**src/etpu_cfg.svh**
```systemverilog
`ifndef ETPU_CFG_SVH
`define ETPU_CFG_SVH

// ----------------------------------------------------------------------
// timing figures
// ----------------------------------------------------------------------
`define ETPU_CLK_NS        50
`define ETPU_RES_NS        100
`define ETPU_NS_PER_MS     1000000
`define ETPU_SETTLE_MS     3000
`define ETPU_BIAS_MAX_NS   99999
`define ETPU_EVT_DEPTH     23
`define ETPU_TIME_W        64
`define ETPU_BIAS_W        18
`define ETPU_INTV_W        27

// ----------------------------------------------------------------------
// register byte offsets
// ----------------------------------------------------------------------
`define ETPU_A_CTRL        6'h00
`define ETPU_A_STATUS      6'h04
`define ETPU_A_BIAS        6'h08
`define ETPU_A_TIME_LO     6'h0C
`define ETPU_A_TIME_HI     6'h10
`define ETPU_A_EVT_LO      6'h14
`define ETPU_A_EVT_HI      6'h18
`define ETPU_A_POP_CTRL    6'h1C
`define ETPU_A_POP_T_LO    6'h20
`define ETPU_A_POP_T_HI    6'h24
`define ETPU_A_POP_INTV    6'h28
`define ETPU_A_POP_WIDTH   6'h2C

// ----------------------------------------------------------------------
// field positions and reset values
// ----------------------------------------------------------------------
`define ETPU_B_EVT_EN      0
`define ETPU_B_EVT_FALL    1
`define ETPU_B_ST_TIME_OK  0
`define ETPU_B_ST_PENDING  1
`define ETPU_B_ST_OVF      2
`define ETPU_B_ST_LVL_LO   8
`define ETPU_B_ST_POP_LO   16
`define ETPU_B_POP_ARM     0
`define ETPU_B_POP_REPEAT  1
`define ETPU_B_POP_POL     2
`define ETPU_B_POP_HOLD    3
`define ETPU_B_POP_LEVEL   4
`define ETPU_POP_CTRL_W    5
`define ETPU_POP_CTRL_RST  5'h04
`define ETPU_CTRL_RST      2'h0

`endif

```
**src/etpu_pkg.sv**
```systemverilog
`include "etpu_cfg.svh"

package etpu_pkg;

  // pulse generator sequence
  typedef enum logic [1:0] {
    POP_IDLE,
    POP_WAIT,
    POP_ACTIVE,
    POP_HOLD
  } etpu_pop_e;

  typedef logic [`ETPU_TIME_W-1:0] etpu_time_t;

  // whole state of the top level, registered as one word
  typedef struct packed {
    logic                           ack;
    logic [31:0]                    rdata;
    logic [1:0]                     ctrl;
    logic                           ev_prev;
    logic                           overflow;
    logic signed [`ETPU_BIAS_W-1:0] bias;
    logic [31:0]                    settle;
    logic                           prescale;
    etpu_time_t                     now;
    logic [31:0]                    time_stage;
    logic [`ETPU_POP_CTRL_W-1:0]    pop_ctrl;
    etpu_time_t                     pop_target;
    logic [`ETPU_INTV_W-1:0]        pop_intv;
    logic [31:0]                    pop_width;
    logic [31:0]                    pop_cnt;
    etpu_pop_e                      pop_st;
    logic                           pop_out;
  } etpu_state_s;

endpackage

```
**src/etpu_top.sv**
```systemverilog
`timescale 1ns/1ps
`include "etpu_cfg.svh"

// Contract
// - stamp event edges at 100 ns resolution
// - no event stamping before time valid
// - setting picks rising or falling event edge
// - capture time per edge, keep watching
// - queue holds up to 23 stamps
// - host drains stamps oldest first, promptly
// - pulse times set at 100 ns resolution
// - no output pulses before time valid
// - one-shot gives exactly one timed pulse
// - repeat: first pulse, then every interval ms
// - pulse width and polarity selectable
// - one-shot may hold a fixed level instead
// - signed bias up to 99999 ns, on event stamps and pulse times, not on time reads
// - negative bias later, positive bias earlier
// - time valid drops while bias settles
// - time valid from receiver enables functions
module etpu_top #(
  parameter int unsigned DEPTH         = `ETPU_EVT_DEPTH,
  parameter int unsigned SETTLE_CYCLES =
    int'((64'(`ETPU_SETTLE_MS) * 64'(`ETPU_NS_PER_MS)) / `ETPU_CLK_NS)
) (
  // clock and reset
  input  wire logic        clk,
  input  wire logic        reset_n,
  // avalon-mm slave
  input  wire logic [5:0]  avs_address,
  input  wire logic        avs_read,
  input  wire logic        avs_write,
  input  wire logic [31:0] avs_writedata,
  input  wire logic [3:0]  avs_byteenable,
  output logic [31:0]      avs_readdata,
  output logic             avs_waitrequest,
  // receiver time status
  input  wire logic        time_valid,
  // event input and timed pulse output
  input  wire logic        event_in,
  output logic             pulse_out
);

  // ----------------------------------------------------------------------
  // derived counts
  // ----------------------------------------------------------------------
  localparam int unsigned TICK_CYCLES = `ETPU_RES_NS / `ETPU_CLK_NS;
  localparam logic        TICK_LAST   = 1'(TICK_CYCLES - 1);
  localparam int unsigned TICKS_PER_MS = `ETPU_NS_PER_MS / `ETPU_RES_NS;
  localparam int unsigned LW = $clog2(DEPTH+1);

  // byte-lane merge for partial writes
  function automatic logic [31:0] merge(input logic [31:0] old,
                                        input logic [31:0] wd,
                                        input logic [3:0]  be);
    logic [31:0] r;
    r = old;
    for (int i = 0; i < 4; i++) begin
      if (be[i]) begin
        r[8*i +: 8] = wd[8*i +: 8];
      end
    end
    return r;
  endfunction

  // clamp a signed word into the bias range
  function automatic logic signed [`ETPU_BIAS_W-1:0] clamp_bias(
    input logic signed [31:0] v);
    logic signed [31:0] r;
    r = v;
    if (v > `ETPU_BIAS_MAX_NS) begin
      r = `ETPU_BIAS_MAX_NS;
    end else if (v < -`ETPU_BIAS_MAX_NS) begin
      r = -`ETPU_BIAS_MAX_NS;
    end
    return r[`ETPU_BIAS_W-1:0];
  endfunction

  // ----------------------------------------------------------------------
  // state and wires
  // ----------------------------------------------------------------------
  etpu_pkg::etpu_state_s s;
  etpu_pkg::etpu_state_s next_s;

  logic                                 ev_sync;
  logic                                 req;
  logic                                 accept;
  logic                                 tick;
  logic                                 time_ok;
  logic                                 ev_edge;
  logic                                 ev_push;
  logic                                 q_ready;
  logic                                 q_valid;
  logic                                 q_pop;
  logic [`ETPU_TIME_W-1:0]              q_data;
  logic [LW-1:0]                        q_level;
  logic signed [`ETPU_BIAS_W-1:0]       bias_ticks;
  logic [`ETPU_TIME_W-1:0]              biased;
  logic [`ETPU_TIME_W-1:0]              intv_ticks;
  logic [31:0]                          wmerged;
  logic                                 pol;

  // ----------------------------------------------------------------------
  // event input path
  // ----------------------------------------------------------------------
  // pulses shorter than one clock can slip between samples
  etpu_sync u_sync (
    .clk     (clk),
    .reset_n (reset_n),
    .din     (event_in),
    .dout    (ev_sync)
  );

  // queue absorbs bursts; host reads drain it
  etpu_fifo #(
    .WIDTH (`ETPU_TIME_W),
    .DEPTH (DEPTH)
  ) u_fifo (
    .clk       (clk),
    .reset_n   (reset_n),
    .in_valid  (ev_push),
    .in_ready  (q_ready),
    .in_data   (biased),
    .out_valid (q_valid),
    .out_ready (q_pop),
    .out_data  (q_data),
    .level     (q_level)
  );

  // ----------------------------------------------------------------------
  // time base and bias
  // ----------------------------------------------------------------------
  // one time unit every TICK_CYCLES clocks
  assign tick = (s.prescale == TICK_LAST);
  // receiver status gated while the loops settle after a bias change
  assign time_ok = time_valid & (s.settle == '0);
  // bias kept in ns, applied in whole time units
  assign bias_ticks = s.bias / $signed(`ETPU_BIAS_W'(`ETPU_RES_NS));
  // positive bias makes local time run ahead, so events fire earlier
  assign biased = s.now +
    {{(`ETPU_TIME_W-`ETPU_BIAS_W){bias_ticks[`ETPU_BIAS_W-1]}},
     bias_ticks};
  assign intv_ticks = `ETPU_TIME_W'(s.pop_intv) *
                      `ETPU_TIME_W'(TICKS_PER_MS);

  // ----------------------------------------------------------------------
  // event edge detection
  // ----------------------------------------------------------------------
  // falling or rising edge per control bit
  assign ev_edge = s.ctrl[`ETPU_B_EVT_FALL] ?
                   (s.ev_prev & ~ev_sync) :
                   (~s.ev_prev & ev_sync);
  // stamp taken from the detecting cycle, only with valid time
  assign ev_push = ev_edge & time_ok &
                   s.ctrl[`ETPU_B_EVT_EN];

  // ----------------------------------------------------------------------
  // bus handshake
  // ----------------------------------------------------------------------
  // one wait state: first cycle latches read data, second completes
  assign req             = avs_read | avs_write;
  assign accept          = req & s.ack;
  assign avs_waitrequest = req & ~s.ack;
  assign avs_readdata    = s.rdata;
  // reading the high word of the head pops it
  assign q_pop = accept & avs_read &
                 (avs_address == `ETPU_A_EVT_HI);
  assign pol = s.pop_ctrl[`ETPU_B_POP_POL];

  // ----------------------------------------------------------------------
  // next state
  // ----------------------------------------------------------------------
  always_comb begin
    next_s   = s;
    wmerged  = '0;

    // time base runs free, loaded by software writes below
    next_s.prescale = tick ? 1'b0 : s.prescale + 1'b1;
    if (tick) begin
      next_s.now = s.now + 1'b1;
    end
    if (s.settle != '0) begin
      next_s.settle = s.settle - 1'b1;
    end
    next_s.ev_prev = ev_sync;

    // pulse sequencer
    case (s.pop_st)
      etpu_pkg::POP_IDLE: begin
        next_s.pop_out = ~pol;
      end
      etpu_pkg::POP_WAIT: begin
        next_s.pop_out = ~pol;
        if (time_ok && biased >= s.pop_target) begin
          if (s.pop_ctrl[`ETPU_B_POP_HOLD] &&
              !s.pop_ctrl[`ETPU_B_POP_REPEAT]) begin
            next_s.pop_st  = etpu_pkg::POP_HOLD;
            next_s.pop_out = s.pop_ctrl[`ETPU_B_POP_LEVEL];
          end else begin
            next_s.pop_st  = etpu_pkg::POP_ACTIVE;
            next_s.pop_out = pol;
            next_s.pop_cnt = s.pop_width;
            if (s.pop_ctrl[`ETPU_B_POP_REPEAT]) begin
              next_s.pop_target = s.pop_target + intv_ticks;
            end
          end
        end
      end
      etpu_pkg::POP_ACTIVE: begin
        next_s.pop_out = pol;
        if (tick) begin
          next_s.pop_cnt = s.pop_cnt - 1'b1;
          // zero width still yields one time unit
          if (s.pop_cnt <= 32'h0000_0001) begin
            next_s.pop_out = ~pol;
            if (s.pop_ctrl[`ETPU_B_POP_REPEAT]) begin
              next_s.pop_st = etpu_pkg::POP_WAIT;
            end else begin
              next_s.pop_st = etpu_pkg::POP_IDLE;
              next_s.pop_ctrl[`ETPU_B_POP_ARM] = 1'b0;
            end
          end
        end
      end
      etpu_pkg::POP_HOLD: begin
        next_s.pop_out = s.pop_ctrl[`ETPU_B_POP_LEVEL];
      end
      default: begin
        next_s.pop_st = etpu_pkg::POP_IDLE;
      end
    endcase

    // overflow: a dropped event wins over a clear in the same cycle
    if (avs_write && accept && avs_address == `ETPU_A_STATUS &&
        avs_byteenable[0] && avs_writedata[`ETPU_B_ST_OVF]) begin
      next_s.overflow = 1'b0;
    end
    if (ev_push && !q_ready) begin
      next_s.overflow = 1'b1;
    end

    // bus phase one: latch read data
    if (req && !s.ack) begin
      next_s.ack   = 1'b1;
      next_s.rdata = '0;
      case (avs_address)
        `ETPU_A_CTRL:      next_s.rdata = 32'(s.ctrl);
        `ETPU_A_STATUS: begin
          next_s.rdata[`ETPU_B_ST_TIME_OK] = time_ok;
          next_s.rdata[`ETPU_B_ST_PENDING] = q_valid;
          next_s.rdata[`ETPU_B_ST_OVF]     = s.overflow;
          next_s.rdata[`ETPU_B_ST_LVL_LO +: LW] = q_level;
          next_s.rdata[`ETPU_B_ST_POP_LO +: 2]  = s.pop_st;
        end
        `ETPU_A_BIAS:      next_s.rdata = 32'(s.bias);
        `ETPU_A_TIME_LO:   next_s.rdata = s.now[31:0];
        `ETPU_A_TIME_HI:   next_s.rdata = s.now[63:32];
        `ETPU_A_EVT_LO:    next_s.rdata = q_data[31:0];
        `ETPU_A_EVT_HI:    next_s.rdata = q_data[63:32];
        `ETPU_A_POP_CTRL:  next_s.rdata = 32'(s.pop_ctrl);
        `ETPU_A_POP_T_LO:  next_s.rdata = s.pop_target[31:0];
        `ETPU_A_POP_T_HI:  next_s.rdata = s.pop_target[63:32];
        `ETPU_A_POP_INTV:  next_s.rdata = 32'(s.pop_intv);
        `ETPU_A_POP_WIDTH: next_s.rdata = s.pop_width;
        default:           next_s.rdata = '0;
      endcase
    end

    // bus phase two: complete, writes take effect here
    if (accept) begin
      next_s.ack = 1'b0;
      if (avs_write) begin
        case (avs_address)
          `ETPU_A_CTRL: begin
            wmerged     = merge(32'(s.ctrl), avs_writedata, avs_byteenable);
            next_s.ctrl = wmerged[1:0];
          end
          `ETPU_A_BIAS: begin
            wmerged       = merge(32'(s.bias), avs_writedata,
                                  avs_byteenable);
            next_s.bias   = clamp_bias(wmerged);
            next_s.settle = SETTLE_CYCLES;
          end
          `ETPU_A_TIME_LO: begin
            next_s.time_stage = merge(s.time_stage, avs_writedata,
                                      avs_byteenable);
          end
          `ETPU_A_TIME_HI: begin
            // both halves land together to avoid a torn time
            wmerged         = merge(s.now[63:32], avs_writedata,
                                    avs_byteenable);
            next_s.now      = {wmerged, s.time_stage};
            next_s.prescale = 1'b0;
          end
          `ETPU_A_POP_CTRL: begin
            wmerged = merge(32'(s.pop_ctrl), avs_writedata,
                            avs_byteenable);
            next_s.pop_ctrl = wmerged[`ETPU_POP_CTRL_W-1:0];
            // any write re-arms or stops the sequencer
            if (wmerged[`ETPU_B_POP_ARM]) begin
              next_s.pop_st = etpu_pkg::POP_WAIT;
            end else begin
              next_s.pop_st = etpu_pkg::POP_IDLE;
            end
            next_s.pop_out = ~wmerged[`ETPU_B_POP_POL];
          end
          `ETPU_A_POP_T_LO: begin
            next_s.pop_target[31:0] = merge(s.pop_target[31:0],
                                            avs_writedata, avs_byteenable);
          end
          `ETPU_A_POP_T_HI: begin
            next_s.pop_target[63:32] = merge(s.pop_target[63:32],
                                             avs_writedata, avs_byteenable);
          end
          `ETPU_A_POP_INTV: begin
            wmerged = merge(32'(s.pop_intv), avs_writedata,
                            avs_byteenable);
            next_s.pop_intv = wmerged[`ETPU_INTV_W-1:0];
          end
          `ETPU_A_POP_WIDTH: begin
            next_s.pop_width = merge(s.pop_width, avs_writedata,
                                     avs_byteenable);
          end
          default: begin
            next_s.ack = 1'b0;
          end
        endcase
      end
    end
  end

  // ----------------------------------------------------------------------
  // state register
  // ----------------------------------------------------------------------
  always_ff @(posedge clk or negedge reset_n) begin
    if (!reset_n) begin
      s          <= '0;
      s.ctrl     <= `ETPU_CTRL_RST;
      s.pop_ctrl <= `ETPU_POP_CTRL_RST;
    end else begin
      s <= next_s;
    end
  end

  assign pulse_out = s.pop_out;

endmodule // etpu_top

```
**src/etpu_sync.sv**
```systemverilog
`timescale 1ns/1ps

// ----------------------------------------------------------------------
// two-stage level synchroniser
// ----------------------------------------------------------------------
module etpu_sync (
  // clock and reset
  input  wire logic clk,
  input  wire logic reset_n,
  // level in and out
  input  wire logic din,
  output logic      dout
);

  typedef struct packed {
    logic meta;
    logic sync;
  } etpu_sync_s;

  etpu_sync_s s;
  etpu_sync_s next_s;

  // first stage feeds only the second
  always_comb begin
    next_s      = s;
    next_s.meta = din;
    next_s.sync = s.meta;
  end

  always_ff @(posedge clk or negedge reset_n) begin
    if (!reset_n) begin
      s <= '0;
    end else begin
      s <= next_s;
    end
  end

  assign dout = s.sync;

endmodule // etpu_sync

```
**src/etpu_fifo.sv**
```systemverilog
`timescale 1ns/1ps

// ----------------------------------------------------------------------
// flip-flop queue, oldest word at the head
// ----------------------------------------------------------------------
module etpu_fifo #(
  parameter int unsigned WIDTH = 64,
  parameter int unsigned DEPTH = 23
) (
  // clock and reset
  input  wire logic                           clk,
  input  wire logic                           reset_n,
  // fill side
  input  wire logic                           in_valid,
  output logic                                in_ready,
  input  wire logic [WIDTH-1:0]               in_data,
  // drain side
  output logic                                out_valid,
  input  wire logic                           out_ready,
  output logic [WIDTH-1:0]                    out_data,
  // fill level
  output logic [$clog2(DEPTH+1)-1:0]          level
);

  localparam int unsigned PW = $clog2(DEPTH);
  localparam int unsigned CW = $clog2(DEPTH+1);
  localparam logic [PW-1:0] LAST = PW'(DEPTH - 1);
  localparam logic [CW-1:0] FULL = CW'(DEPTH);

  typedef struct packed {
    logic [DEPTH-1:0][WIDTH-1:0] mem;
    logic [PW-1:0]               wr;
    logic [PW-1:0]               rd;
    logic [CW-1:0]               cnt;
  } etpu_fifo_s;

  etpu_fifo_s s;
  etpu_fifo_s next_s;
  logic       push;
  logic       pop;

  assign in_ready  = (s.cnt != FULL);
  assign out_valid = (s.cnt != '0);
  assign out_data  = s.mem[s.rd];
  assign level     = s.cnt;
  assign push      = in_valid & in_ready;
  assign pop       = out_ready & out_valid;

  // pointers wrap by compare since depth need not be a power of two
  always_comb begin
    next_s = s;
    if (push) begin
      next_s.mem[s.wr] = in_data;
      next_s.wr        = (s.wr == LAST) ? '0 : s.wr + 1'b1;
    end
    if (pop) begin
      next_s.rd = (s.rd == LAST) ? '0 : s.rd + 1'b1;
    end
    if (push && !pop) begin
      next_s.cnt = s.cnt + 1'b1;
    end else if (pop && !push) begin
      next_s.cnt = s.cnt - 1'b1;
    end
  end

  always_ff @(posedge clk or negedge reset_n) begin
    if (!reset_n) begin
      s <= '0;
    end else begin
      s <= next_s;
    end
  end

endmodule // etpu_fifo

```
**config.mk**
```make
export PLATFORM = sky130hd
export DESIGN_NAME = etpu_top
export DESIGN_NICKNAME = d
export VERILOG_FILES = /design/src/etpu_pkg.sv /design/src/etpu_top.sv /design/src/etpu_sync.sv /design/src/etpu_fifo.sv
export VERILOG_INCLUDE_DIRS = /design/src /design/src/src
export SDC_FILE = /design/constraint.sdc
export NUM_CORES = 2
export LEC_CHECK = 0
export BUFFER_PORTS_ARGS = -buffer_cell sky130_fd_sc_hd__buf_2
export CAP_MARGIN = 15
export CELL_PAD_IN_SITES_DETAIL_PLACEMENT = 1
export CELL_PAD_IN_SITES_GLOBAL_PLACEMENT = 1
export CORE_UTILIZATION = 30
export DETAILED_ROUTE_END_ITERATION = 10
export PLACE_DENSITY_LB_ADDON = 0.1
export SLEW_MARGIN = 5
export SYNTH_ARGS = -nofsm -noshare
export SYNTH_HDL_FRONTEND = slang
export SYNTH_HIERARCHICAL = 1
export SYNTH_SLANG_ARGS = --single-unit
```
**constraint.sdc**
```tcl
create_clock -name clk -period 24.3 [get_ports clk]
set_clock_uncertainty 0.15 [all_clocks]
set_input_delay 4.86 -clock clk [delete_from_list [all_inputs] [get_ports clk]]
set_output_delay 4.86 -clock clk [all_outputs]
set_load 0.05 [all_outputs]
```
Word-level counts from Yosys, hierarchy flattened

Cells that the tools add are included.

Mux-type cells: 91
Divide/modulo/power cells: 1
Equality and inequality tests: 33
Multiply operators: 1
$add $sub $neg: 10
Reduce and logical (&&, ||, !) cells: 42
Bitwise logic cells: 17
Order comparisons: 7

Operators with widths:

| kind                                                | count |
|---|---|
| bitwise mux 1472 bit                                | 1 |
| 2-to-1 mux 257 bit                                  | 2 |
| 2-to-1 mux 64 bit                                   | 7 |
| binary-select mux 64 bit (select 5 bit)             | 1 |
| demux 64 bit (select 5 bit)                         | 1 |
| 2-to-1 mux 8 bit                                    | 31 |
| 2-to-1 mux 32 bit                                   | 7 |
| case mux 14 bit (9 select lines)                    | 1 |
| case mux 5 bit (10 select lines)                    | 2 |
| 2-to-1 mux 35 bit                                   | 2 |
| case mux 34 bit (2 select lines)                    | 1 |
| 2-to-1 mux 65 bit                                   | 1 |
| adder 64 x 1 -> 64 bit, second input constant       | 1 |
| adder 64 x 41 -> 64 bit                             | 1 |
| adder 64 bit                                        | 1 |
| >= comparator 64 bit                                | 1 |
| subtractor 32 x 1 -> 32 bit, second input constant  | 2 |
| AND reduction 4 bit                                 | 15 |
| != test 4 bit, second input constant                | 13 |
| 2-to-1 mux 5 bit                                    | 9 |
| multiplier 27 x 10 -> 37 bit, second input constant | 1 |
| 2-to-1 mux 18 bit                                   | 2 |
| case mux 3 bit (12 select lines)                    | 1 |
| 2-to-1 mux 33 bit                                   | 1 |
| other kinds (37)                                    | 97 |

Word-level logic and storage cells: 269
Output and inout port bits: 34
Input port bits: 48
Register bits after elaboration: 1836

Logic depth before layout (Yosys ltp)

Depth in word-level cells: 10
Mapped depth: 89
Gate-level depth less buffers: 83

Cells and area by module

The synthesis kept the hierarchy.

By module, submodules not included:

| module    | sequential area each (µm²) | times used | cells an instance | area each (µm²) |
|---|---|---|---|---|
| etpu_fifo | 37210.7                    | 1          | 4760              | 67699.9 |
| etpu_top  | 8684.6                     | 1          | 3732              | 31158.6 |
| etpu_sync | 50.0                       | 1          | 2                 | 50.0 |

Least setup slack after synthesis

OpenSTA, ideal clock, no wires.

Kind: register -> register
Start: register s[300] (netlist name)
End: register s[144] (netlist name)
Path slack: 6565 ps
Cell stages (with the launch flop): 88
Setup time: 126 ps
Required time: 24024 ps
Buffers on the path: 6
Clock period less this slack: 17735 ps
Arrival time: 17459 ps
Cell sequence: dfrtp_1 > buf_6 > or4_1 > buf_2 > or4_4 > o21ai_2 > xor2_2 > or4_4 > nor4b_4 > and4_4 > nor3_4 > o21ai_1 > or2_1 > buf_2 > or3_1 > nand2_1 > nor3_1 > or4_4 > [... 52 more ...] > nand2b_1 > a21oi_1 > nor2b_1 > o21ai_0 > nand2b_1 > a21oi_1 > o31ai_1 > a21o_1 > a21oi_1 > o21ai_0 > a31oi_1 > nor4_1 > nand3_1 > nor4_1 > clkbuf_1 > nand4_1 > o21ai_0 > nor2_1

==> impl_results.md <==
* Slew @ Worst Pin at between 1 and 1.5 ns
* Crit end category: flop
* Post-synth EDFFs at 0
* Area Overhead vs Synth at 13.56%
* Initial antenna violation count at 27
* Synth Area in Compound Gates at 0.1015
* Final count of pins violating max slew at 0
* CTS tree: done
* Later-pin clock latency in the skew report at 0.93 ns
* DR pass1 iterations at 7
* GP Congestion at 0.8575
* Synth top area share at 0.4643
* Root Buffer Master: clkbuf_16
* Fin crit share at 0.9272
* Mean post-synth cell area at 11.64 sq um
* Sequential share of the synthesized area at 0.4645
* Placed wire-length estimate at roughly 260 mm
* Pleak at 52.07 nW
* Die extent in x at 576.2 um
* Simple-gate portion of the synthesized area at 0.06530
* CP Buf/Inv Count at 6
* Setup Viol. Count Final at 0
* Net Count, Synth at about 8,900
* Area occupied by multi-input gates at 0.04959 sq mm
* Critical path type: flop to flop
* Area contributors post-synth: dfrtp_1, mux2_2, mux2i_1, mux2_1, ha_1
* Vias in the first global route at 75,980
* CP Max Fanout at 34
* Post-synthesis cell area at 0.09891 sq mm
* Synth Area in Adders at 0.05147
* Post-Syn Instances at 8,494
* Die ar. at between 0.3 and 0.4 sq mm
* Die height at 576.2 um
* Yosys cell types at between 100 and 150
* Final setup TNS at 0 ns
* H-tree levels at 4
* Maxcap violations at 0
* Post-synth ARST share at 1.000
* CP delay by family, top: compound AO/OA/AOI/OAI gates
* Slowest stage cell, crit path: a2111oi_0
* IO Pins at 82
* Crit start category: flop
* Most common cell on crit path: a21oi_1
* Initial core utilization at 0.3019
* Core area at 0.3277 sq mm
* Crit path arrival time at 23.17 ns
* Synth area leader: dfrtp_1
* Fin Hold WS at 0.2235 ns
* Post-CTS sizing at 0
* Wire per inst at 30.41 um
* Post-route minimum period at 22.53 ns
* Worst slack, placed at about 1.4 ns
* Worst setup margin at 1.768 ns
* Routed vias at 70,960
* GRT overflow at 0
* Total power per unit cell area at 141.2 mW/mm^2
* Slowest Stage Delay on Critical Path at 0.92 ns
* GRT Total Usage at 0.2354
* Slew margin rel. at 0.1089
* Starting DRC count in detailed routing at just over 5,000
* Hold-fix buffer count after cts at 0
* Post-synthesis mux area share at 0.2543
* Nets at 8,789
* Fin. Hold Viols at 0
* Vias per inst at 5.495
* Antenna Nets Post-Route at 0
* Main combinational cell family by area after synthesis: multiplexers
* First-pass GRT wire length at 571.9 mm
* Run status: complete, no violations
* FF/Latch Area at ~0.046 sq mm
* Drt drc at 0
* CTS max path bufs at 4
* Pin count of the biggest net entering global routing at 159
* Worst-path clk slew at around 0.060 ns
* Sink Count at 1,836
* Row cnt at 210
* Post-CTS Setup Bufs at 0
* RSZ-0062 raised after global routing: false
* Synth warn at 6
* Filler cells at roughly 35,000
* Share of layout cells above drive strength 1 at 0.2435
* DRT Wirelength at 392.7 mm
* Maximum VDD drop at 1.234 mV
* Type of the most critical hold path: flop to flop
* TritonCTS buffer count at 225
* Xor and xnor area share after synthesis at 0.01863
* PortBufs at 81
* Critical Path RT at about 25 ns
* Synthesized flop and latch total at 1,836
* Fmax at 0.04438 GHz
* Top FF cell, synth: dfrtp_1
==> power by group <==
group	internal, W	switching [W]
Combinational	0.00311	0.00598
Clock	0.00206	0.00144
Sequential	0.00312	0.000154
==> registers in the layout, summed over array words and instances, names as in the netlist <==
| name | flops |
|---|---|
| u_sync/next_s | 1 |
| u_sync/dout | 1 |
| avs_readdata | 32 |
| u_fifo/level | 5 |
| s | 312 |
| pulse_out | 1 |
| u_fifo/s | 1482 |
| tick | 1 |
| pol | 1 |
==> cells by family (layout without fill, tap and decap cells) <==
kind of cell	after synthesis	count (layout)
AND/OR/NAND/NOR	1334	1334
buffers and inverters	1039	1104
multiplexers	2223	2223
flip-flops	1836	1836
XOR/XNOR	207	207
AO/OA/AOI/OAI	1490	1490
other	0	9
adder cells (fa/ha/maj)	365	365
==> final cells by class <==
cell class	instances	share of cell area
multi-input cells	5619	0.4415
well taps	4346	0.04841
flip-flops and latches	1836	0.4092
inverters	389	0.01304
repair buffers	309	0.01976
clock buffers	323	0.05851
clock inverters	83	0.009369
diodes	9	0.0002005
==> layout by cell type, fill, tap and decap left out, types with 53 or more instances in the layout <==
master,netlist,routed
a21o_1,58,57
a21oi_1,221,221
a221oi_1,101,101
a31oi_1,65,65
buf_2,187,80
buf_4,46,216
clkbuf_16,0,227
clkbuf_8,0,53
dfrtp_1,1835,1831
fa_1,71,71
ha_1,290,290
inv_1,389,387
mux2_1,460,460
mux2_2,1138,1138
mux2i_1,541,541
mux4_2,64,64
nand2_1,304,303
nand3_1,106,106
nor2_1,496,487
nor3_1,79,75
o21ai_0,287,287
o22ai_1,313,313
xnor2_1,146,106
xor2_1,57,53
==> cell usage after synthesis (20+ instances only) <==
cell	n
nand2_1	304
xor2_1	57
and3_1	47
nand2b_1	36
mux2_2	1138
a22oi_1	33
a31oi_1	65
o21a_1	21
a211oi_1	50
inv_1	389
fa_1	71
buf_1	32
nor3_1	79
o31ai_1	34
nor4_1	32
nand3_1	106
or4_1	20
o21ai_0	287
dfrtp_1	1835
mux4_2	64
o311ai_0	68
mux2_4	20
ha_1	290
a21o_1	58
a222oi_1	41
xnor2_1	146
a221oi_1	101
mux2i_1	541
a21boi_0	27
or3_1	35
nor2b_1	36
a21oi_1	221
nand4_1	40
o22ai_1	313
clkbuf_1	376
mux2_1	460
buf_2	187
buf_4	46
and2_1	21
nor2_1	496
==> metal layers <==
layer  share of wire  GRT usage
met4           0.027    0.06127
met3           0.033    0.02240
met2            0.47     0.3876
met1            0.47     0.3303
met5        0.000033          0
==> final timing paths <==
path                             startpoint             to  slack (ns)  cells past startpoint
max                                  s[292]         s[147]        1.77                     78
min                        u_sync/next_s[0]    u_sync/dout        0.22                      0
max reg2reg                          s[292]         s[147]        1.77                     78
min reg2reg                u_sync/next_s[0]    u_sync/dout        0.22                      0
max in group asynchronous           reset_n  u_fifo/s[621]       15.28                      6
min in group asynchronous           reset_n         s[287]        3.76                      1
==> per-stage QoR <==
| stage | utilization | power, W | instances | cell area [sq um] |
|---|---|---|---|---|
| after floorplan | - | 0.009364 | 8494 | 98910 |
| after CTS | 0.3424 | 0.01597 | 12900 | 112200 |
| after global placement | 0.3190 | 0.01222 | 12490 | 104500 |
| after global routing | 0.3427 | 0.01702 | 12910 | 112300 |
| final | 0.3428 | 0.01586 | 12910 | 112300 |
| after detailed placement | 0.3191 | 0.01235 | 12490 | 104600 |
(Power assumes the default switching activity.)
